## config.mk

```make
export PLATFORM = sky130hd
export DESIGN_NAME = eeprom_ctrl
export DESIGN_NICKNAME = d
export VERILOG_FILES = /design/src/hw/eeprom_pkg.sv /design/src/hw/pin_sync.sv /design/src/hw/busy_timer.sv /design/src/hw/eeprom_ctrl.sv
export VERILOG_INCLUDE_DIRS = /design/src /design/src/hw
export SDC_FILE = /design/constraint.sdc
export NUM_CORES = 2
export LEC_CHECK = 0
export ABC_AREA = 0
export CORE_MARGIN = 3
export CORE_UTILIZATION = 25
export CTS_BUF_LIST = sky130_fd_sc_hd__clkbuf_16
export CTS_CLUSTER_DIAMETER = 40
export DETAILED_ROUTE_END_ITERATION = 6
export DONT_BUFFER_PORTS = 1
export GPL_ROUTABILITY_DRIVEN = 0
export PLACE_DENSITY = 0.45
export SLEW_MARGIN = 20
export SYNTH_ARGS = -nofsm -noshare
export SYNTH_HDL_FRONTEND = slang
export SYNTH_SLANG_ARGS = --single-unit
```

## constraint.sdc

```tcl
create_clock -name mclk -period 2.7 [get_ports mclk]
set_input_delay 0.405 -clock mclk [delete_from_list [all_inputs] [get_ports mclk]]
set_output_delay 0.405 -clock mclk [all_outputs]
set_load 0.1 [all_outputs]
```

## src/hw/eeprom_regs.svh

```systemverilog
`ifndef EEPROM_REGS_SVH
`define EEPROM_REGS_SVH

// Word and field widths
`define WORD_BITS 16
`define ADDR_BITS_DEF 6
`define ADDR_BITS_MIN 6
`define ADDR_BITS_MAX 10
`define EXT_MIN_BITS 4

// Clock after the start bit that carries the last address bit of
// a short frame is opcode plus address; data adds one word
`define OPC_FIELD_BITS 2

// Erased cell value
`define ERASED_WORD 16'hFFFF

// Timing: internal program time, longest figure
`define MCLK_PERIOD_NS 20
`define PROG_TIME_NS 4000000
`define PROG_CYCLES_DEF (`PROG_TIME_NS / `MCLK_PERIOD_NS)

`endif

```

## src/hw/eeprom_pkg.sv

```systemverilog
package eeprom_pkg;

   // Two-bit opcode after the start bit
   typedef enum logic [1:0] {
      OPC_EXT = 2'h0,
      OPC_WRITE = 2'h1,
      OPC_READ = 2'h2,
      OPC_ERASE = 2'h3
   } opcode_t;

   // Extended code carried in the two address MSBs
   typedef enum logic [1:0] {
      EXT_PROGRAM_DISABLE_CMD = 2'h0,
      EXT_CHIP_WRITE_ALL = 2'h1,
      EXT_CHIP_ERASE_ALL = 2'h2,
      EXT_PROGRAM_ENABLE_CMD = 2'h3
   } ext_t;

   // Frame state, one-hot
   typedef enum logic [3:0] {
      FR_STBY = 4'h1,
      FR_WAIT = 4'h2,
      FR_SHIFT = 4'h4,
      FR_READ = 4'h8
   } frame_t;

   // Kind of array update in progress
   typedef enum logic [1:0] {
      PG_WORD_WRITE = 2'h0,
      PG_WORD_ERASE = 2'h1,
      PG_CHIP_WRITE = 2'h2,
      PG_CHIP_ERASE = 2'h3
   } prog_t;

   // Serial pins and supply monitor, travel together
   typedef struct packed {
      logic cs;
      logic sck;
      logic sdi;
      logic low;
   } pins_t;

endpackage : eeprom_pkg

```

## src/hw/pin_sync.sv

```systemverilog
`timescale 1ns/100ps
module pin_sync #(
   parameter int W = 4
) (
   // Clock and reset
   input wire logic mclk,
   input wire logic reset_n,
   // Asynchronous levels in, synchronised levels out
   input wire logic [W-1:0] d_in,
   output logic [W-1:0] q_out
);

   // First stage, read only by the second
   logic [W-1:0] meta_q;

   if (W < 1) begin : g_bad_w
      $error("pin_sync width must be at least one");
   end

   // Two flops before any logic looks at a pin
   always_ff @(posedge mclk or negedge reset_n) begin
      if (!reset_n) begin
         meta_q <= '0;
         q_out <= '0;
      end else begin
         meta_q <= d_in;
         q_out <= meta_q;
      end
   end

endmodule : pin_sync

```

## src/hw/busy_timer.sv

```systemverilog
`timescale 1ns/100ps
module busy_timer #(
   parameter int CYCLES = 200000
) (
   // Clock and reset
   input wire logic mclk,
   input wire logic reset_n,
   // One-cycle start, level busy
   input wire logic start,
   output logic busy_q
);

   localparam int CW = $clog2(CYCLES + 1);

   // Remaining program cycles
   logic [CW-1:0] left_q;

   if (CYCLES < 1) begin : g_bad_cycles
      $error("busy_timer needs at least one cycle");
   end

   // Load on start, count down to zero; busy follows the count
   always_ff @(posedge mclk or negedge reset_n) begin
      if (!reset_n) begin
         left_q <= '0;
         busy_q <= 1'b0;
      end else if (start) begin
         left_q <= CW'(CYCLES - 1);
         busy_q <= 1'b1;
      end else if (left_q != '0) begin
         left_q <= left_q - CW'(1);
      end else begin
         busy_q <= 1'b0;
      end
   end

endmodule : busy_timer

```

## src/hw/eeprom_ctrl.sv

```systemverilog
`timescale 1ns/100ps
`include "eeprom_regs.svh"
module eeprom_ctrl
   import eeprom_pkg::*;
#(
   parameter int AW = `ADDR_BITS_DEF,
   parameter int PROG_CYCLES = `PROG_CYCLES_DEF
) (
   // Clock and reset
   input wire logic mclk,
   input wire logic reset_n,
   // Serial bus pins from the host
   input wire logic chip_select,
   input wire logic serial_clock_in,
   input wire logic serial_data_in,
   // Supply-low or power-on detector
   input wire logic supply_low,
   // Three-state serial output
   output logic serial_data_out,
   output logic serial_data_out_oe,
   // Status levels
   output logic program_enabled,
   output logic program_busy
);

   localparam int WB = `WORD_BITS;
   // Clock counts after the start bit; exact for updates, N_EXT a minimum
   localparam logic [5:0] N_SHORT = 6'(`OPC_FIELD_BITS + AW);
   localparam logic [5:0] N_LONG = 6'(`OPC_FIELD_BITS + AW + WB);
   localparam logic [5:0] N_EXT = 6'(`EXT_MIN_BITS);

   // Width and time checks
   if (AW < `ADDR_BITS_MIN || AW > `ADDR_BITS_MAX) begin : g_bad_aw
      $error("address width must be six to ten");
   end
   if (PROG_CYCLES < (1 << AW)) begin : g_bad_time
      $error("program time shorter than a chip sweep");
   end

   pins_t pin_raw; // Raw pin levels
   pins_t pin_s; // Synchronised pin levels
   logic sk_prev_q; // Last clock level
   logic cs_prev_q; // Last select level
   logic sk_rise; // Rising serial clock
   logic cs_fall; // Select just dropped
   frame_t frame_q; // Frame state
   logic [5:0] cnt_q; // Clocks after start bit, saturating
   logic [WB-1:0] sr_q; // Serial shift register
   opcode_t op_q; // Captured opcode
   ext_t ext_q; // Captured extended code
   logic [AW-1:0] addr_q; // Captured address
   logic enable_q; // Program-enabled state
   logic busy; // Internal program timer running
   logic verify_q; // Verify period pending
   logic wr_class; // Frame is a write-class command
   logic exact; // Clock count matches the command
   prog_t kind_d; // Update kind of this frame
   logic start_prog; // Start an array update
   logic mode_cmd; // Enable or disable takes effect
   prog_t kind_q; // Update kind in progress
   logic [AW-1:0] pa_q; // Update address, sweeps for chip kinds
   logic [WB-1:0] wdata_q; // Word being written
   logic sweep_q; // Array write port active
   logic [WB-1:0] mem_q [(1 << AW)]; // Cell array
   logic [WB-1:0] rd_word_q; // Word being shifted out
   logic [3:0] rd_idx_q; // Bit index within read word
   logic [AW-1:0] rd_addr_q; // Read address, wraps at top
   logic rd_bit_q; // Next read bit for the pin

   assign pin_raw = {chip_select, serial_clock_in, serial_data_in, supply_low};

   // Every pin passes two flops before use
   pin_sync #(.W(4)) u_sync (
      .mclk(mclk),
      .reset_n(reset_n),
      .d_in(pin_raw),
      .q_out(pin_s)
   );

   // Edge history of the synchronised clock and select
   always_ff @(posedge mclk or negedge reset_n) begin
      if (!reset_n) begin
         sk_prev_q <= 1'b0;
         cs_prev_q <= 1'b0;
      end else begin
         sk_prev_q <= pin_s.sck;
         cs_prev_q <= pin_s.cs;
      end
   end

   assign sk_rise = pin_s.sck & ~sk_prev_q;
   assign cs_fall = ~pin_s.cs & cs_prev_q;

   // Frame state; select low always returns to standby
   always_ff @(posedge mclk or negedge reset_n) begin
      if (!reset_n) begin
         frame_q <= FR_STBY;
      end else if (!pin_s.cs) begin
         frame_q <= FR_STBY;
      end else begin
         unique case (frame_q)
            FR_STBY: begin
               frame_q <= FR_WAIT;
            end
            FR_WAIT: begin
               // Dummy clocks with input low are skipped; busy ignores all
               if (sk_rise && pin_s.sdi && !busy) begin
                  frame_q <= FR_SHIFT;
               end
            end
            FR_SHIFT: begin
               // Read leaves shifting after the last address bit
               if (sk_rise && cnt_q == N_SHORT - 6'h01 && op_q == OPC_READ) begin
                  frame_q <= FR_READ;
               end
            end
            FR_READ: begin
               frame_q <= FR_READ;
            end
         endcase
      end
   end

   // Clock counter, shift register and field capture
   always_ff @(posedge mclk or negedge reset_n) begin
      if (!reset_n) begin
         cnt_q <= 6'h00;
         sr_q <= '0;
         op_q <= OPC_EXT;
         ext_q <= EXT_PROGRAM_DISABLE_CMD;
         addr_q <= '0;
      end else if (frame_q != FR_SHIFT) begin
         cnt_q <= 6'h00;
      end else if (sk_rise) begin
         // Saturate so a runaway frame never wraps back to a legal count
         if (cnt_q != 6'h3F) begin
            cnt_q <= cnt_q + 6'h01;
         end
         sr_q <= {sr_q[WB-2:0], pin_s.sdi};
         if (cnt_q == 6'h01) begin
            op_q <= opcode_t'({sr_q[0], pin_s.sdi});
         end
         if (cnt_q == 6'h03) begin
            ext_q <= ext_t'({sr_q[0], pin_s.sdi});
         end
         if (cnt_q == N_SHORT - 6'h01) begin
            addr_q <= {sr_q[AW-2:0], pin_s.sdi};
         end
      end
   end

   // Decode the finished frame: kind and required count
   always_comb begin
      wr_class = 1'b0;
      exact = 1'b0;
      kind_d = PG_WORD_WRITE;
      unique case (op_q)
         OPC_WRITE: begin
            wr_class = 1'b1;
            exact = (cnt_q == N_LONG);
         end
         OPC_ERASE: begin
            wr_class = 1'b1;
            kind_d = PG_WORD_ERASE;
            exact = (cnt_q == N_SHORT);
         end
         OPC_EXT: begin
            if (ext_q == EXT_CHIP_WRITE_ALL) begin
               wr_class = 1'b1;
               kind_d = PG_CHIP_WRITE;
               exact = (cnt_q == N_LONG);
            end else if (ext_q == EXT_CHIP_ERASE_ALL) begin
               wr_class = 1'b1;
               kind_d = PG_CHIP_ERASE;
               exact = (cnt_q == N_SHORT);
            end
         end
         OPC_READ: begin
            wr_class = 1'b0;
         end
      endcase
   end

   // Updates start only on the select fall, never while held low
   assign start_prog = cs_fall && frame_q == FR_SHIFT && wr_class && exact
      && enable_q && !pin_s.low && !busy;
   // Enable and disable accept the optional address bits
   assign mode_cmd = cs_fall && frame_q == FR_SHIFT && op_q == OPC_EXT
      && cnt_q >= N_EXT && cnt_q <= N_SHORT
      && (ext_q == EXT_PROGRAM_ENABLE_CMD || ext_q == EXT_PROGRAM_DISABLE_CMD);

   // Program-enable state; low supply overrides any command
   always_ff @(posedge mclk or negedge reset_n) begin
      if (!reset_n) begin
         enable_q <= 1'b0;
      end else if (pin_s.low) begin
         enable_q <= 1'b0;
      end else if (mode_cmd) begin
         enable_q <= (ext_q == EXT_PROGRAM_ENABLE_CMD);
      end
   end

   assign program_enabled = enable_q;

   // Program time runs independently of the array sweep
   busy_timer #(.CYCLES(PROG_CYCLES)) u_timer (
      .mclk(mclk),
      .reset_n(reset_n),
      .start(start_prog),
      .busy_q(busy)
   );

   assign program_busy = busy;

   // Array update: one cell per cycle; chip kinds sweep every address
   always_ff @(posedge mclk or negedge reset_n) begin
      if (!reset_n) begin
         kind_q <= PG_WORD_WRITE;
         pa_q <= '0;
         wdata_q <= '0;
         sweep_q <= 1'b0;
      end else if (start_prog) begin
         kind_q <= kind_d;
         sweep_q <= 1'b1;
         // Chip kinds ignore the address field
         pa_q <= (kind_d == PG_WORD_WRITE || kind_d == PG_WORD_ERASE) ? addr_q : '0;
         if (kind_d == PG_WORD_ERASE || kind_d == PG_CHIP_ERASE) begin
            wdata_q <= `ERASED_WORD;
         end else begin
            wdata_q <= sr_q;
         end
      end else if (sweep_q) begin
         if (kind_q == PG_WORD_WRITE || kind_q == PG_WORD_ERASE) begin
            sweep_q <= 1'b0;
         end else if (pa_q == {AW{1'b1}}) begin
            sweep_q <= 1'b0;
         end else begin
            pa_q <= pa_q + AW'(1);
         end
      end
   end

   // Cell array write port; no reset, contents are nonvolatile
   always_ff @(posedge mclk) begin
      if (sweep_q) begin
         mem_q[pa_q] <= wdata_q;
      end
   end

   // Verify period: armed by an update, ended by a new start bit
   always_ff @(posedge mclk or negedge reset_n) begin
      if (!reset_n) begin
         verify_q <= 1'b0;
      end else if (start_prog) begin
         verify_q <= 1'b1;
      end else if (frame_q == FR_WAIT && sk_rise && pin_s.sdi && !busy) begin
         verify_q <= 1'b0;
      end
   end

   // Read shifter: low dummy bit, then words with address wrap
   always_ff @(posedge mclk or negedge reset_n) begin
      if (!reset_n) begin
         rd_word_q <= '0;
         rd_idx_q <= 4'h0;
         rd_addr_q <= '0;
         rd_bit_q <= 1'b0;
      end else if (frame_q == FR_SHIFT) begin
         rd_addr_q <= {sr_q[AW-2:0], pin_s.sdi};
         rd_word_q <= mem_q[{sr_q[AW-2:0], pin_s.sdi}];
         rd_idx_q <= 4'h0;
         rd_bit_q <= 1'b0;
      end else if (frame_q == FR_READ && sk_rise) begin
         rd_bit_q <= rd_word_q[WB-1];
         rd_idx_q <= rd_idx_q + 4'h1;
         if (rd_idx_q == 4'hF) begin
            rd_addr_q <= rd_addr_q + AW'(1);
            rd_word_q <= mem_q[rd_addr_q + AW'(1)];
         end else begin
            rd_word_q <= {rd_word_q[WB-2:0], 1'b0};
         end
      end
   end

   // Output driver: floats unless reading or reporting status
   always_ff @(posedge mclk or negedge reset_n) begin
      if (!reset_n) begin
         serial_data_out <= 1'b0;
         serial_data_out_oe <= 1'b0;
      end else if (!pin_s.cs) begin
         serial_data_out_oe <= 1'b0;
      end else if (frame_q == FR_READ) begin
         serial_data_out_oe <= 1'b1;
         serial_data_out <= rd_bit_q;
      end else if (frame_q == FR_WAIT && verify_q) begin
         // Low while busy, high when done
         serial_data_out_oe <= 1'b1;
         serial_data_out <= !busy;
      end else begin
         serial_data_out_oe <= 1'b0;
      end
   end
endmodule : eeprom_ctrl

```

=== Word level (Yosys, flattened, before mapping) ===
Memory sizes are Yosys's and may differ from the RTL's.
Index checks and enable logic that the tools add are counted.

* Eq/ne operators: 27
* Muxes and demuxes: 51
* Reduce and logical (&&, ||, !) cells: 49
* Add/sub/neg operators: 5
* Bitwise operators: 5
* Order comparisons: 2

{| class="wikitable"
|+ Operator list
! kind !! number
|-
| $mux W6 || 11
|-
| $mux W16 || 4
|-
| $mux W18 || 2
|-
| $mux W1 || 23
|-
| $mux W4 || 5
|-
| $logic_and A1 B1 Y1 || 19
|-
| $add A6 B1 Y6 const B || 3
|-
| $reduce_bool A18 Y1 || 1
|-
| $reduce_bool A2 Y1 || 9
|-
| $sub A18 B1 Y18 const B || 1
|-
| $pmux W4 S4 || 1
|-
| $reduce_and A3 Y1 || 4
|-
| $eq A2 B2 Y1 const B || 5
|-
| $reduce_and A2 Y1 || 5
|-
| $eq A2 B1 Y1 const B || 4
|-
| $eq A4 B4 Y1 const B || 2
|-
| $logic_not A2 Y1 || 4
|-
| $eq A6 B1 Y1 const B || 1
|-
| $eq A6 B2 Y1 const B || 1
|-
| $eq A6 B3 Y1 const B || 1
|-
| $eq A6 B4 Y1 const B || 1
|-
| $eq A6 B5 Y1 const B || 1
|-
| $eq A6 B6 Y1 const B || 1
|-
| $ge A6 B3 Y1 const B || 1
|-
| other kinds (17) || 29
|}

* Logic and storage cells: 164
* Output and inout bits: 4
* Memory bits (writable): 1024
* Flip-flop bits (word level): 121
* Memories kept: 1

{| class="wikitable"
|+ Memory list
! memory !! depth !! bits a word !! read ports !! clocked after Yosys merged registers in !! wr ports !! RTL line !! text
|-
| mem_q || 64 || 16 || 2 || 0 || 1 || eeprom_ctrl.sv:64 || <nowiki>logic [WB-1:0] mem_q [(1 << AW)];</nowiki>
|}

=== Logic depth before layout (Yosys ltp) ===
* Word-level depth: 11
* Gate-level depth with buffers: 11

=== By module ===
From an unflattened synthesis, not the netlist that was laid out.

* Cell total of the unflattened synthesis: 2987
* Area, all modules: 53613.9 um^2

{| class="wikitable"
|+ Modules (own cells, without submodules)
! module !! area an instance (um^2) !! sequential area each (um^2) !! instances !! cells each
|-
| eeprom_ctrl || 52381.5 || 33078.0 || 1 || 2878
|-
| busy_timer || 1032.2 || 475.5 || 1 || 101
|-
| pin_sync || 200.2 || 200.2 || 1 || 8
|}

=== Worst setup path after synthesis ===
No wires, ideal clock.

* Path kind: flip-flop to flip-flop
* From: reg rd_addr_q[0]
* To: reg rd_word_q[0]
* Path slack: -0.085 ns
* Period minus slack after synthesis: 2.785 ns
* Arrival: 2.647 ns
* Cell stages (with the launch flop): 9
* Cell sequence: dfrtp_1 > ha_1 > buf_6 > buf_12 > mux4_1 > mux4_1 > mux2i_1 > nor3_1 > or4_1

* Word-level cells in the longest chain between the ends: 5

{| class="wikitable"
|+ RTL lines
! what !! RTL line !! text
|-
| from (decl) || eeprom_ctrl.sv:67 || <nowiki>logic [AW-1:0] rd_addr_q;</nowiki>
|-
| from (signal assigned) || eeprom_ctrl.sv:269 || <nowiki>rd_addr_q <= {sr_q[AW-2:0], pin_s.sdi};</nowiki>
|-
| from (signal assigned) || eeprom_ctrl.sv:277 || <nowiki>rd_addr_q <= rd_addr_q + AW'(1);</nowiki>
|-
| $add A6 B1 Y6 || eeprom_ctrl.sv:278 || <nowiki>rd_word_q <= mem_q[rd_addr_q + AW'(1)];</nowiki>
|-
| $mem_v2 Z64 W16 || n/a ||
|-
| $mux W16 || eeprom_ctrl.sv:276 || <nowiki>if (rd_idx_q == 4'hF) begin</nowiki>
|-
| $mux W16 || eeprom_ctrl.sv:273 || <nowiki>end else if (frame_q == FR_READ && sk_rise) begin</nowiki>
|-
| $mux W16 || eeprom_ctrl.sv:268 || <nowiki>end else if (frame_q == FR_SHIFT) begin</nowiki>
|-
| to (signal assigned) || eeprom_ctrl.sv:270 || <nowiki>rd_word_q <= mem_q[{sr_q[AW-2:0], pin_s.sdi}];</nowiki>
|-
| to (signal assigned) || eeprom_ctrl.sv:278 ||
|-
| to (signal assigned) || eeprom_ctrl.sv:280 || <nowiki>rd_word_q <= {rd_word_q[WB-2:0], 1'b0};</nowiki>
|-
| to (decl) || eeprom_ctrl.sv:65 || <nowiki>logic [WB-1:0] rd_word_q;</nowiki>
|}

No other way between the ends. The select of a mux whose other input is x is not followed.
A chain may end at the register's enable or synchronous reset.

=== Worst setup path after layout ===
Same ends and word-level chain as after synthesis.

==> qor.csv <==
metric,value,unit
synthesized area,53200,sq um
clock-pin slew on the worst setup and hold paths,50,ps
Worst Slack Setup Final,-399,ps
clock sink total,1144,
H-Tree Depth,4,
Top Metal Used,met5,
Compound-Gate Fraction of Synth Area,0.0388,
crit path DAT,3770,ps
max-slew violations,0,
sequential area share after synthesis,0.634,
crit path time final,3100,ps
adder-cell share of the synthesized area,0.00376,
total number of yosys warnings,0,
CP Capture Type,register,
DRC violations left,0,
largest family of logic cells by synthesized area,multiplexers,
worst skew pair latency,820,ps
Synth top area share,0.578,
Syn Nets,2986,
vias after detailed routing,32300,
share of layout cells above drive strength 1,0.425,
Peak VDD IR,0.000669,V
Startpoint Class,register,
Post-Route WL,187000,microns
"commonest cells after routing, fill and taps aside","1,024 x edfxtp_1, 486 x mux4_2, 291 x buf_4",
worst clock skew,47.5,ps
Area growth syn-to-layout,29.6,%
Final Cycle Share,1.15,
initial antenna violation count,3,
largest net degree at the start of global routing,121,
hold slack final,-710,ps
detailed placement HPWL,115000,microns
"flops & latches, synth",1144,
global route overflow,0,
"Critical Path, Cell by Cell",ha_4 > buf_12 > buf_12 > mux4_2 > mux4_2 > mux2i_1 > buf_4 > nor3_2 > or4_1,
failing checks,"hold timing, setup timing",
Hold Path Class,in -> async,
CP required,3370,ps
Met2 Routed Length,85300,microns
Max-slew headroom,0.396,
Post-Syn Area per Cell,17.9,sq um
Die X,467,microns
fin nets,3439,
CP max stage cell,mux4_2,
max frequency,323,MHz
crit path max fanout,7,
via/cell ratio,5.05,
dominant synthesized flop cell,edfxtp_1,
Static Leak,19.7,nW
DR WL/cell,29.2,microns
cts-stage hold buffer count,4,
Die H,467,microns
"commonest non-fill, non-tap cell in the layout",edfxtp_1,
core area,211000,sq um
first-pass GRT wire length,261000,microns
simple-gate share of the synthesized area,0.0441,
Post-DRT Antenna Nets,0,
overall routing resource usage,0.169,
count of input and output buffers,0,
"Largest stage delay, worst path",540,ps
Power Total,46.3,mW
outcome,"finished, violations left",
RSZ-0062 raised after global routing,yes,
Met1 Wirelength,81600,microns
pwr dens,672,nW/um^2
wire length on met3,12700,microns
Yosys cell types,62,
Die ar.,218000,sq um
vias in the first global route,32900,
1st-pass router iterations,7,
I/O pin cnt,10,
leading area contributor after synthesis,edfxtp_1,
fin util,0.327,
multiplexer area fraction after synthesis,0.254,
flop2flop setup slack,-400,ps
FP Rows,168,
Syn Inst Count,2964,
max cap viols,0,
Async SR Flop Fraction,0.105,
synth top area cells,"edfxtp_1 58%, mux4_2 20%, dfrtp_1 5.6%",
Initial Utilization,0.253,
clk buf depth,3,
critical setup path kind,reg -> reg,
# setup viols final,16,
Hold Fails Final Rpt,120,
Root Buffer,clkbuf_16,
Least-Margin Pin Slew,906,ps
CTS Buf Count,184,
"EDFF count, synth",1024,
Initial DRC Count,3486,
TritonCTS clock tree,yes,
xor/xnor share of the synthesized area,0.00444,
## kinds of logic after synthesis
logic type	after synthesis
buf+inv	226
xor+xnor	27
flops	1144
simple gates	524
mux	733
compound gates	294
fa+ha+maj	16
## worst paths after layout
check / start / to / cells past startpoint
min in group mclk: chip_select / u_sync.meta_q[3] / 1
setup reg to reg: rd_addr_q[0] / rd_word_q[0] / 9
setup / recovery: rd_addr_q[0] / rd_word_q[0] / 9
hold / removal: reset_n / u_sync.q_out[2] / 0
hold reg to reg: u_sync.meta_q[3] / u_sync.q_out[3] / 0
max in group asynchronous: reset_n / rd_addr_q[0] / 0
## cell type report
class,instances,area [sq um]
tap,2805,3510
timing repair buffer,476,5700
clock buffer,190,4750
multi-input combinational,1594,19200
antenna,2,5.00
sequential,1144,33800
clock inverter,158,1910
fill,20200,142000
inverter,17,63.8
## registers in the layout, indices dropped and copies added, names as in the netlist, 4 cells and up
register        flops
rd_word_q          16
wdata_q            16
u_sync.q_out        4
addr_q              6
mem_q            1024
pa_q                6
cnt_q               6
sr_q               16
rd_addr_q           6
u_timer.left_q     18
u_sync.meta_q       4
rd_idx_q            4
frame_q             4
## synthesized netlist by cell type, types with 34 or more instances
| master | number |
|---|---|
| edfxtp_1 | 1024 |
| mux4_2 | 478 |
| mux2i_1 | 211 |
| nand2_1 | 208 |
| nor2_1 | 152 |
| dfrtp_1 | 119 |
| clkbuf_1 | 98 |
| a22oi_1 | 77 |
| buf_2 | 61 |
| a21oi_1 | 58 |
| nand3_1 | 48 |
| mux2_2 | 35 |
| o21ai_0 | 35 |
| nand4_1 | 34 |
## stage by stage
step	setup TNS, ps	worst slack, ps	cells	instance area, sq um
final	-4840	-399	6386	68900
after global placement	-7070	-752	5956	60300
after global routing	-5630	-473	6384	68900
after detailed placement	-7330	-761	5956	60300
after floorplan	-0.0808	-0.0808	2964	53200
after CTS	-4310	-393	6370	68500
## worst max-delay path: cells and delay by family (launching register included)
kind | cells | cell delay [ps]
flops | 1 | 480
fa+ha+maj | 1 | 320
simple gates | 2 | 530
mux | 3 | 1210
buf+inv | 3 | 410
## power by group
part | total [mW] | internal [mW] | switching, mW
clock network | 25.2 | 16.1 | 9.12
registers | 19.2 | 19.1 | 0.0659
logic | 1.98 | 1.05 | 0.927
## what timing repair did
action | in CTS | in global routing
buffers inserted | 56 | 22
pin swaps | 66 | 60
gates cloned | 9 | 4
hold endpoints to repair | 124 | 120
resized for setup | 141 | 75
endpoints found under the setup margin | 16 | 16
## layer usage
| layer | vias up | GRT usage |
|---|---|---|
| met4 | 2 | 0.0597 |
| met3 | 316 | 0.0331 |
| met1 | 17300 | 0.236 |
| met5 | - | 0 |
| met2 | 1270 | 0.262 |
| li1 | 13400 | - |
No activity file was read; power rests on OpenSTA's default activity.
